==> src/inc/rfs_pkg.sv <==
// Constants, types and notes for the slave identity and trigger register block
// ============================================================================
package rfs_pkg;

    // ========================================================================
    // Register offsets
    localparam logic [4:0] ADDR_SWITCH       = 5'h00;
    localparam logic [4:0] ADDR_TRIG_CTRL    = 5'h1C;
    localparam logic [4:0] ADDR_MAKER_ID     = 5'h1E;
    localparam logic [4:0] ADDR_MAKER_SLAVE  = 5'h1F;

    // ========================================================================
    // Field positions
    localparam int PWR_LSB   = 6;
    localparam int MASK_LSB  = 3;
    localparam int FIRE_LSB  = 0;
    localparam int MAKER_LSB = 4;
    localparam int SID_LSB   = 0;

    // ========================================================================
    // Reset values; maker codes are arbitrary
    localparam logic [3:0] SLAVE_ID_RST  = 4'hA;
    localparam logic [2:0] MASK_RST      = 3'h0;
    localparam logic [1:0] PWR_RST       = 2'h0;
    localparam logic [7:0] SWITCH_RST    = 8'h00;
    localparam logic [7:0] MAKER_CODE    = 8'h3C;
    localparam logic [1:0] MAKER_CODE_LO = 2'h2;

    // ========================================================================
    // Frame layout
    localparam logic [3:0] HDR_BITS  = 4'hD;
    localparam logic [3:0] DATA_BITS = 4'h9;
    localparam logic [3:0] BCAST_ID  = 4'h0;
    localparam logic [2:0] CMD_WRITE = 3'h2;
    localparam logic [2:0] CMD_READ  = 3'h3;

    typedef enum logic [2:0] {
        S_IDLE  = 3'b000,
        S_HDR   = 3'b001,
        S_WDATA = 3'b010,
        S_WPARK = 3'b011,
        S_RTA   = 3'b100,
        S_RDATA = 3'b101,
        S_RPARK = 3'b110
    } rfs_state_t;

endpackage

==> src/logic/rfs_link_sampler.sv <==
// Serial link sampler: synchronisers, clock edges and sequence start
`timescale 1ns/1ns
`default_nettype none
module rfs_link_sampler (
    input  wire logic core_clk,
    input  wire logic rst,
    input  wire logic sclk,
    input  wire logic sdata_in,
    output logic      sclk_rise,
    output logic      sclk_fall,
    output logic      sdata_s,
    output logic      seq_start
);
    logic [1:0] sclk_sync_q;
    logic [1:0] sdata_sync_q;
    logic       sclk_prev_q;
    logic       sdata_prev_q;

    // ========================================================================
    // Two-stage synchronisers; only stage two feeds logic
    always_ff @(posedge core_clk or posedge rst) begin
        if (rst) begin
            sclk_sync_q  <= 2'h0;
            sdata_sync_q <= 2'h0;
            sclk_prev_q  <= 1'b0;
            sdata_prev_q <= 1'b0;
        end else begin
            sclk_sync_q  <= {sclk_sync_q[0], sclk};
            sdata_sync_q <= {sdata_sync_q[0], sdata_in};
            sclk_prev_q  <= sclk_sync_q[1];
            sdata_prev_q <= sdata_sync_q[1];
        end
    end

    assign sclk_rise = sclk_sync_q[1] & ~sclk_prev_q;
    assign sclk_fall = ~sclk_sync_q[1] & sclk_prev_q;
    assign sdata_s   = sdata_sync_q[1];
    // Data only moves with the clock high, so a falling data edge under a
    // steady low clock can only be the start pulse
    assign seq_start = ~sclk_sync_q[1] & ~sclk_prev_q & sdata_prev_q & ~sdata_sync_q[1];
endmodule
`default_nettype wire

==> src/logic/rfs_id_trig_regs.sv <==
// Slave identity registers and trigger logic behind the serial link
`timescale 1ns/1ns
`default_nettype none
module rfs_id_trig_regs
    import rfs_pkg::*;
(
    input  wire logic       core_clk,
    input  wire logic       rst,
    input  wire logic       sclk,
    input  wire logic       sdata_in,
    output logic            sdata_out,
    output logic            sdata_oe_n,
    output logic [7:0]      switch_ctrl,
    output logic [1:0]      power_mode
);
    import rfs_pkg::*;

    logic        sclk_rise;
    logic        sclk_fall;
    logic        sdata_s;
    logic        seq_start;
    rfs_state_t  state_q;
    logic [3:0]  cnt_q;
    logic [12:0] sh_q;
    logic [4:0]  addr_q;
    logic [7:0]  data_q;
    logic [8:0]  rd_sh_q;
    logic [3:0]  sid_q;
    logic [2:0]  mask_q;
    logic [1:0]  pwr_q;
    logic [7:0]  shadow_q;
    logic [7:0]  dest_q;
    logic        sdata_out_q;
    logic        sdata_oe_n_q;

    rfs_link_sampler u_sampler (
        .core_clk  (core_clk),
        .rst       (rst),
        .sclk      (sclk),
        .sdata_in  (sdata_in),
        .sclk_rise (sclk_rise),
        .sclk_fall (sclk_fall),
        .sdata_s   (sdata_s),
        .seq_start (seq_start)
    );

    function automatic logic [7:0] read_value(input logic [4:0] a, input logic [1:0] p,
                                               input logic [2:0] m, input logic [3:0] s,
                                               input logic [7:0] d);
        case (a)
            ADDR_SWITCH:      read_value = d;
            ADDR_TRIG_CTRL:   read_value = {p, m, 3'h0};
            ADDR_MAKER_ID:    read_value = MAKER_CODE;
            ADDR_MAKER_SLAVE: read_value = {2'h0, MAKER_CODE_LO, s};
            default:          read_value = 8'h00;
        endcase
    endfunction

    // ========================================================================
    // Frame decode
    logic [12:0] word;
    logic        hdr_done;
    logic        data_done;
    logic        hdr_ok;
    logic [7:0]  cmd;
    logic        commit;
    logic [7:0]  rd_val;

    assign word      = {sh_q[11:0], sdata_s};
    assign hdr_done  = (state_q == S_HDR) && sclk_fall && (cnt_q == HDR_BITS - 4'h1);
    assign data_done = (state_q == S_WDATA) && sclk_fall && (cnt_q == DATA_BITS - 4'h1);
    assign cmd       = word[8:1];
    // Broadcast id may write but never read
    assign hdr_ok    = (^word) && ((word[12:9] == sid_q) ||
                       ((word[12:9] == BCAST_ID) && (cmd[7:5] != CMD_READ)));
    // Writes take effect in the bus park cycle that closes the sequence
    assign commit    = (state_q == S_WPARK) && sclk_fall;
    assign rd_val    = read_value(cmd[4:0], pwr_q, mask_q, sid_q, dest_q);

    always_ff @(posedge core_clk or posedge rst) begin
        if (rst) begin
            state_q <= S_IDLE;
            cnt_q   <= 4'h0;
            sh_q    <= 13'h0000;
            addr_q  <= 5'h00;
            data_q  <= 8'h00;
            rd_sh_q <= 9'h000;
        end else if (seq_start) begin
            state_q <= S_HDR;
            cnt_q   <= 4'h0;
        end else begin
            case (state_q)
                S_IDLE: begin
                    cnt_q <= 4'h0;
                end
                S_HDR: begin
                    if (sclk_fall) begin
                        sh_q  <= word;
                        cnt_q <= cnt_q + 4'h1;
                    end
                    if (hdr_done) begin
                        cnt_q <= 4'h0;
                        if (!hdr_ok) begin
                            state_q <= S_IDLE;
                        end else if (cmd[7]) begin
                            addr_q  <= ADDR_SWITCH;
                            data_q  <= {1'b0, cmd[6:0]};
                            state_q <= S_WPARK;
                        end else if (cmd[7:5] == CMD_WRITE) begin
                            addr_q  <= cmd[4:0];
                            state_q <= S_WDATA;
                        end else if (cmd[7:5] == CMD_READ) begin
                            addr_q  <= cmd[4:0];
                            rd_sh_q <= {rd_val, ~^rd_val};
                            state_q <= S_RTA;
                        end else begin
                            state_q <= S_IDLE;
                        end
                    end
                end
                S_WDATA: begin
                    if (sclk_fall) begin
                        sh_q  <= word;
                        cnt_q <= cnt_q + 4'h1;
                    end
                    if (data_done) begin
                        data_q  <= word[8:1];
                        state_q <= (^word[8:0]) ? S_WPARK : S_IDLE;
                    end
                end
                S_WPARK: begin
                    if (sclk_fall) begin
                        state_q <= S_IDLE;
                    end
                end
                S_RTA: begin
                    if (sclk_rise) begin
                        state_q <= S_RDATA;
                    end
                end
                S_RDATA: begin
                    if (sclk_rise) begin
                        if (cnt_q == DATA_BITS) begin
                            state_q <= S_RPARK;
                        end else begin
                            rd_sh_q <= {rd_sh_q[7:0], 1'b0};
                            cnt_q   <= cnt_q + 4'h1;
                        end
                    end
                end
                S_RPARK: begin
                    if (sclk_fall) begin
                        state_q <= S_IDLE;
                    end
                end
                default: begin
                    state_q <= S_IDLE;
                end
            endcase
        end
    end

    // ========================================================================
    // Data pin drive: slave launches on the rising clock edge
    always_ff @(posedge core_clk or posedge rst) begin
        if (rst) begin
            sdata_out_q  <= 1'b0;
            sdata_oe_n_q <= 1'b1;
        end else if (seq_start || (state_q == S_RPARK && sclk_fall)) begin
            sdata_out_q  <= 1'b0;
            sdata_oe_n_q <= 1'b1;
        end else if (state_q == S_RDATA && sclk_rise) begin
            sdata_out_q  <= (cnt_q == DATA_BITS) ? 1'b0 : rd_sh_q[8];
            sdata_oe_n_q <= 1'b0;
        end
    end

    // ========================================================================
    // Register writes and triggers
    logic       wr_trig;
    logic       wr_sw;
    logic       wr_sid;
    logic [2:0] fire;
    logic       all_blocked;

    assign wr_trig     = commit && (addr_q == ADDR_TRIG_CTRL);
    assign wr_sw       = commit && (addr_q == ADDR_SWITCH);
    assign wr_sid      = commit && (addr_q == ADDR_MAKER_SLAVE);
    // Block bits written in the same command already gate its fire bits
    assign fire        = wr_trig ? (data_q[FIRE_LSB +: 3] & ~data_q[MASK_LSB +: 3]) : 3'h0;
    assign all_blocked = &mask_q;

    always_ff @(posedge core_clk or posedge rst) begin
        if (rst) begin
            mask_q <= MASK_RST;
            pwr_q  <= PWR_RST;
        end else if (wr_trig) begin
            mask_q <= data_q[MASK_LSB +: 3];
            pwr_q  <= data_q[PWR_LSB +: 2];
        end
    end

    // Identifier changes only at sequence end, so matching uses it next time
    always_ff @(posedge core_clk or posedge rst) begin
        if (rst) begin
            sid_q <= SLAVE_ID_RST;
        end else if (wr_sid) begin
            sid_q <= data_q[SID_LSB +: 4];
        end
    end

    always_ff @(posedge core_clk or posedge rst) begin
        if (rst) begin
            shadow_q <= SWITCH_RST;
            dest_q   <= SWITCH_RST;
        end else begin
            if (wr_sw) begin
                shadow_q <= data_q;
            end
            if (wr_sw && all_blocked) begin
                dest_q <= data_q;
            end else if (|fire) begin
                dest_q <= shadow_q;
            end
        end
    end

    assign sdata_out   = sdata_out_q;
    assign sdata_oe_n  = sdata_oe_n_q;
    assign switch_ctrl = dest_q;
    assign power_mode  = pwr_q;
endmodule
`default_nettype wire

==> config.mk <==
export PLATFORM = sky130hd
export DESIGN_NAME = rfs_id_trig_regs
export DESIGN_NICKNAME = d
export VERILOG_FILES = /design/src/inc/rfs_pkg.sv /design/src/logic/rfs_link_sampler.sv /design/src/logic/rfs_id_trig_regs.sv
export SDC_FILE = /design/constraint.sdc
export NUM_CORES = 1
export LEC_CHECK = 0
export BUFFER_PORTS_ARGS = -buffer_cell sky130_fd_sc_hd__buf_4
export CAP_MARGIN = 0
export CELL_PAD_IN_SITES_DETAIL_PLACEMENT = 0
export CELL_PAD_IN_SITES_GLOBAL_PLACEMENT = 2
export CORE_ASPECT_RATIO = 1.1
export CORE_MARGIN = 3
export CORE_UTILIZATION = 44
export DETAILED_ROUTE_END_ITERATION = 10
export PLACE_DENSITY = 0.87
export REMOVE_ABC_BUFFERS = 1
export SYNTH_ARGS = -nofsm -noshare
export SYNTH_HDL_FRONTEND = slang
export SYNTH_SLANG_ARGS = --single-unit
==> constraint.sdc <==
create_clock -name core_clk -period 5.5 [get_ports core_clk]
set_input_delay 0.55 -clock core_clk [delete_from_list [all_inputs] [get_ports core_clk]]
set_output_delay 0.55 -clock core_clk [all_outputs]
set_load 0.01 [all_outputs]
### After elaboration in Yosys (flattened, before gate mapping)

Index checks and enable logic that the tools add are counted.

| operators by class | value |
|---|---|
| add/subtract/negate cells | 1 |
| equality and inequality tests | 35 |
| mux-type cells | 44 |
| bitwise logic cells | 11 |
| reduce and logical (&&, ||, !) cells | 38 |

Operators by type and width:

| operator | count |
|---|---|
| $mux W9 | 7 |
| $mux W8 | 6 |
| $mux W3 | 12 |
| $pmux W8 S4 | 1 |
| $eq A5 B5 Y1 const B | 5 |
| $mux W4 | 5 |
| $ne A2 B2 Y1 const B | 9 |
| $ne A3 B3 Y1 const B | 6 |
| $pmux W3 S6 | 1 |
| $pmux W9 S2 | 1 |
| $pmux W4 S4 | 1 |
| $pmux W8 S2 | 1 |
| $mux W5 | 3 |
| $logic_and A1 B1 Y1 | 13 |
| $reduce_xor A13 Y1 | 1 |
| $eq A3 B2 Y1 const B | 4 |
| $eq A4 B4 Y1 const B | 3 |
| $logic_not A5 Y1 | 2 |
| $eq A3 B3 Y1 const B | 3 |
| $reduce_and A3 Y1 | 3 |
| $reduce_and A9 Y1 | 1 |
| $reduce_xor A9 Y1 | 1 |
| $reduce_bool A2 Y1 | 4 |
| $reduce_xnor A8 Y1 | 1 |
| other kinds (22) | 35 |

| storage, ports and cells | value |
|---|---|
| register bits | 74 |
| input bits | 4 |
| output and inout bits | 12 |
| word-level logic and storage cells | 146 |

### Logic depth before layout (Yosys ltp)

| logic depth | value |
|---|---|
| word-level depth | 9 |
| depth in mapped cells | 10 |
| mapped depth without buffers | 9 |

### Cells and area by module

Synthesis repeated with hierarchy kept, for this count alone.

| second synthesis, totals | value |
|---|---|
| cell total of the unflattened synthesis | 378 |
| area total of the unflattened synthesis | 4006.3 µm² |

Modules (own cells, without submodules):

| module | times used | cells an instance | area an instance (µm²) | seq. area each (µm²) |
|---|---|---|---|---|
| rfs_id_trig_regs | 1 | 368 | 3823.7 | 1705.4 |
| rfs_link_sampler | 1 | 10 | 182.7 | 150.1 |

### Least setup slack after synthesis

OpenSTA, ideal clock, no wires.

| path | value |
|---|---|
| path kind | register -> register |
| from | register sh_q[5] |
| to | register data_q[0] |
| setup time | 125 ps |
| arrival time | 2101 ps |
| required time | 5375 ps |
| path slack | 3274 ps |
| cell stages (with the launch flop) | 11 |
| path buffers | 1 |
| period minus slack after synthesis | 2226 ps |
| cells stage by stage | dfrtp_1 -> inv_1 -> ha_1 -> xnor2_1 -> xnor2_1 -> xnor2_1 -> xnor2_1 -> nor2_2 -> o21ba_1 -> buf_6 -> mux2_4 |

| on the way | value |
|---|---|
| word-level cells in the longest chain between the ends | 6 |
| elaborated cells between the ends (all ways) | 7 |
| those cells by class | 2 x eq/ne; 5 x reduce/logical |

RTL lines:

| element | line | source |
|---|---|---|
| from (decl) | rfs_id_trig_regs.sv:24 | `logic [12:0] sh_q;` |
| from (signal assigned) | rfs_id_trig_regs.sv:98 | `sh_q <= word;` |
| from (signal assigned) | rfs_id_trig_regs.sv:123 | `sh_q <= word;` |
| $ne A3 B2 Y1 | rfs_id_trig_regs.sv:75 | `((word[12:9] == BCAST_ID) && (cmd[7:5] != CMD_READ)));` |
| $logic_and A1 B1 Y1 | rfs_id_trig_regs.sv:75 |  |
| $logic_or A1 B1 Y1 | rfs_id_trig_regs.sv:74 | `assign hdr_ok = (^word) && ((word[12:9] == sid_q) \|\|` |
| $logic_and A1 B1 Y1 * | rfs_id_trig_regs.sv:74 |  |
| $ne A2 B2 Y1 (no line) * | - |  |
| $reduce_and A6 Y1 (no line) * | - |  |
| to (signal assigned) | rfs_id_trig_regs.sv:107 | `data_q <= {1'b0, cmd[6:0]};` |
| to (signal assigned) | rfs_id_trig_regs.sv:127 | `data_q <= word[8:1];` |
| to (decl) | rfs_id_trig_regs.sv:26 | `logic [7:0] data_q;` |

Mark *: on every way between the ends. The rest lies on a longest branch, timed or not.
A chain may end at the register's enable or synchronous reset.

### Final worst setup path

| path | value |
|---|---|
| from | register sh_q[5] |
| to | register data_q[5] |

| on the way | value |
|---|---|
| word-level cells in the longest chain between the ends | 6 |
| elaborated cells between the ends (all ways) | 12 |
| those cells by class | 2 x eq/ne; 5 x mux; 5 x reduce/logical |

RTL lines:

| element | line |
|---|---|
| $ne A3 B2 Y1 | rfs_id_trig_regs.sv:75 |
| $logic_and A1 B1 Y1 | rfs_id_trig_regs.sv:75 |
| $logic_or A1 B1 Y1 | rfs_id_trig_regs.sv:74 |
| $logic_and A1 B1 Y1 | rfs_id_trig_regs.sv:74 |
| $ne A2 B2 Y1 (no line) | - |
| $reduce_and A6 Y1 (no line) | - |

Parallel ways exist; a longest one is shown, timed or not. The select of a mux whose other input is x is not followed.

==> summary.md <==
The run finished with clean final reports. Once layout is done, the placed cells without fillers occupy 4352 um2. The sequential share of power was 0.393. The floorplan has 35 rows. Counting tap cells, the placed design contains a total of 481 instances. The DRC violations left is 0, and the count of nets left with antenna violations after detail routing is 0.

The tightest min-delay check is of the input pin to asynchronous set/reset pin type. Clock latency on the worst-skew pair, taken at its later pin, is 0.35 ns. Before CTS, the worst setup slack after placement is 2.913 ns.

The Yosys step of the flow raised 0 warnings. For the share of total power in combinational logic, the log shows 0.352. The fraction of final layout cells with drive strength greater than 1 is 0.2435. The number of fill cells in the layout was 799. Type of the worst setup path: flip-flop to flip-flop. By area the synthesized netlist is led by dfrtp_1, mux2_2, nand2_1. The setup check on the worst reg-to-reg path leaves a slack of 2.89 ns. The run gives 0.0002770 V as the worst supply voltage drop on vdd. The total overflow left after global routing is 0. The die covers 10090 um2. The number of buffers on the longest clock path was 2.

Across the whole layout, storage elements account for 1856 um2. The root buffer cell chosen for the clock tree is clkbuf_8. The post-synthesis cell type with the largest combined area was dfrtp_1.

The combined area of all synthesized cells is 3926 um2, and the worst hold slack after final layout is 0.2363 ns. Synthesis instantiated 55 different standard cells from the library. The wire-length estimate of the detail-placed layout is 6257 um. The combined global-route utilization of all metal layers was 0.1931. For this design, the CTS-stage hold fixing added 0 buffers.

At the end of routability-driven placement, the weighted congestion stood at 0.8304. At the pin with the least slew margin, the transition time is 0.9673 ns. The logs give 0 for the antenna cell count and 382.7 MHz for the maximum clock frequency.

The signal on the critical path passes through inv_1 -> ha_1 -> xnor2_1 -> xnor2_1 -> xnor2_1 -> xnor2_1 -> nor2_2 -> o21ba_1 -> mux2_4. For this design, the sink count on the clock tree is 74. The synthesized design contains 74 register bits. The number of endpoints with negative hold slack in the final report was 0; the power dissipated by switching net loads was 0.7515 mW.

Worst-case headroom to the max-slew limit: 0.3534. For the number of antenna violations at the first check in global routing, the log shows 0. The H-tree depth reported by CTS was 3. The endpoint kind of the worst setup timing path was a flip-flop.

Setup repair after global routing left no endpoint under its margin. Clock-pin slew was measured on the worst setup and hold paths at 0.08 ns. The final standard cell utilization of the core is 0.5096.

The iteration count of the initial detailed-routing pass was 4. The synthesized instance count is 368. The final worst clock skew was 0.01684 ns; the internal power component was 1.262 mW.

The most repeated library cell on the critical path was xnor2_1. The maximum cell stage delay along the critical path works out to 0.46 ns. Switching part of the total: 0.3732.

TritonCTS built the clock tree. Entering global routing, the biggest net connects 51 pins. The mean area per synthesized cell was 10.67 um2; the initial detailed-routing violation count was 147.

The core region is 8539 um2. Wires add up to 8652 um. Data on the critical path is required at its endpoint by 5.73 ns.

STA puts the critical path data arrival time at 2.84 ns. After layout, the worst setup slack is 2.887 ns. Die width: 96.07 um.

Number of buffers inserted during clock tree synthesis: 9. The run gives 0.4726 as the sequential-to-total area share from yosys stat. For this run, the post-layout net count is 390.

Input and output buffers added on the ports amount to 15. The share of synthesized flip-flops with an asynchronous set or reset is 1.000, and the number of endpoints failing setup at the final stage is 0. Top-area cell type share of the netlist area: 0.4525.

The highest net fanout along the worst path is 8, and the number of gates resized after CTS is 0. The final cycle utilization of the critical path is 0.4751. The tools report the number of top-level pins as 16.

The worst setup path is launched from a flip-flop. The routed length per placed instance was 17.41 um; the final count of pins violating max slew was 0. For this block, the via count after detailed routing is 2727. Among all flip-flop cells after synthesis, the most frequent one is dfrtp_1. Yosys mapped a number of flops with a built-in enable equal to 0. Grouping stages by cell kind, the critical path spends the most delay in XOR/XNOR gates. The fraction of power consumed by the clock network was 0.254; the effective utilization at floorplan was 0.4598. The area growth from synthesis to layout is 10.83%. The sum of buffers and inverters on the critical path is 1. The areal power density over the cells was 462.7 nW/um2.

Total power for the finished layout comes to 2.014 mW. The run gives 497 as the number of cells in the finished layout apart from fillers. Once placement finished, the instance area stood at 4111 um2.

The die is 105.1 um tall. Summing all multi-input logic gate instances after layout gives 1959 um2. The via count of the first global-routing pass came out at 2844.

The tool flagged a number of max-cap violations equal to 0. The slowest stage of the critical path is the o21ba_1 cell. The setup total negative slack is 0 ns.

The clock period minus worst slack came out at 2.613 ns. After clock tree synthesis, the setup repair step added 0 buffers. Summed over all cells, the static leakage comes to 2.028 nW. After detailed routing, the number of vias per cell comes to 5.487.

The first global-routing pass estimated 14980 um of wire.
state kept, by name, indices dropped and copies added, names as in the netlist, 4 cells and up:
signal / cells
addr_q: 5
cnt_q: 4
sh_q: 12
data_q: 8
sid_q: 4
shadow_q: 8
switch_ctrl: 8
rd_sh_q: 9
layer usage:
metal	wire length (um)	part of all wire	global-route usage
met1	4309	0.50	0.2814
met2	4047	0.47	0.2856
met3	220	0.025	0.03888
met4	74	0.0086	0.06098
met5	0	0	0
cell usage after synthesis, types with 2 or more instances:
cell,n
mux2_4,7
o21ai_0,13
nand2_1,41
xnor2_1,16
inv_1,10
a32oi_1,3
a22oi_1,6
clkbuf_1,6
buf_2,5
ha_1,5
xor2_1,4
or3_1,3
dfrtp_1,71
and4_1,2
o22ai_1,5
o21a_1,2
and3_1,4
a21o_1,2
nor3_1,8
mux2_2,42
buf_6,2
a21oi_1,18
nand3_1,6
a41oi_1,3
and2_1,3
nor2_1,24
a31oi_1,4
dfstp_2,3
nand4_1,5
nor2b_1,16
nand2b_1,5
cell families after synthesis:
logic type,synth area share
XOR/XNOR,0.04461
adder cells (fa/ha/maj),0.01593
AO/OA/AOI/OAI,0.1262
multiplexers,0.1472
AND/OR/NAND/NOR,0.1651
flip-flops,0.4726
buffers and inverters,0.02836
area by class of cell:
cell class              instances  share of cell area
repair buffers                 16             0.02760
flip-flops and latches         74              0.4264
well taps                     111             0.03191
inverters                      10            0.008626
clock inverters                 6             0.02588
multi-input cells             270              0.4503
clock buffers                  10             0.02933
power groups by stage:
stage                     combinational, mW  clock (mW)  sequential (mW)
final                                 0.709       0.512            0.792
after floorplan                       0.578           0            0.747
after global routing                  0.796       0.548            0.816
after detailed placement              0.711           0            0.802
after global placement                0.702           0            0.797
after CTS                             0.715       0.531            0.790
layout by cell type (no fill, tap or decap), drive strengths merged, types with 4 or more instances in the layout:
cell type and instances:
a31oi 5, nor3 9, a21oi 18, o22ai 5, mux2 49, a22oi 6
nor2b 16, o21ai 13, nand2b 5, nand3 6, nand4 5, and3 4
xor2 4, buf 16, nor2 25, xnor2 16, clkbuf 10, nand2 41
dfrtp 71, ha 5, inv 11
worst paths after layout:
path,start,endpoint,cells past startpoint
worst min-delay path,rst,shadow_q[3],2
worst max register to register,sh_q[5],data_q[5],9
min in group core_clk,sdata_in,u_sampler.sdata_sync_q[0],1
worst max-delay path,sh_q[5],data_q[5],9
max in group asynchronous,rst,rd_sh_q[0],3
worst min register to register,u_sampler.sdata_sync_q[0],u_sampler.sdata_sync_q[1],0
worst reg2reg max path: cells and delay by family (launching register included):
| kind | cells | cell delay [ns] |
|---|---|---|
| compound gates | 1 | 0.46 |
| xor+xnor | 4 | 0.68 |
| fa+ha+maj | 1 | 0.30 |
| buf+inv | 1 | 0.08 |
| flops | 1 | 0.40 |
| mux | 1 | 0.34 |
| simple gates | 1 | 0.24 |
No activity file was read; power rests on OpenSTA's default activity.
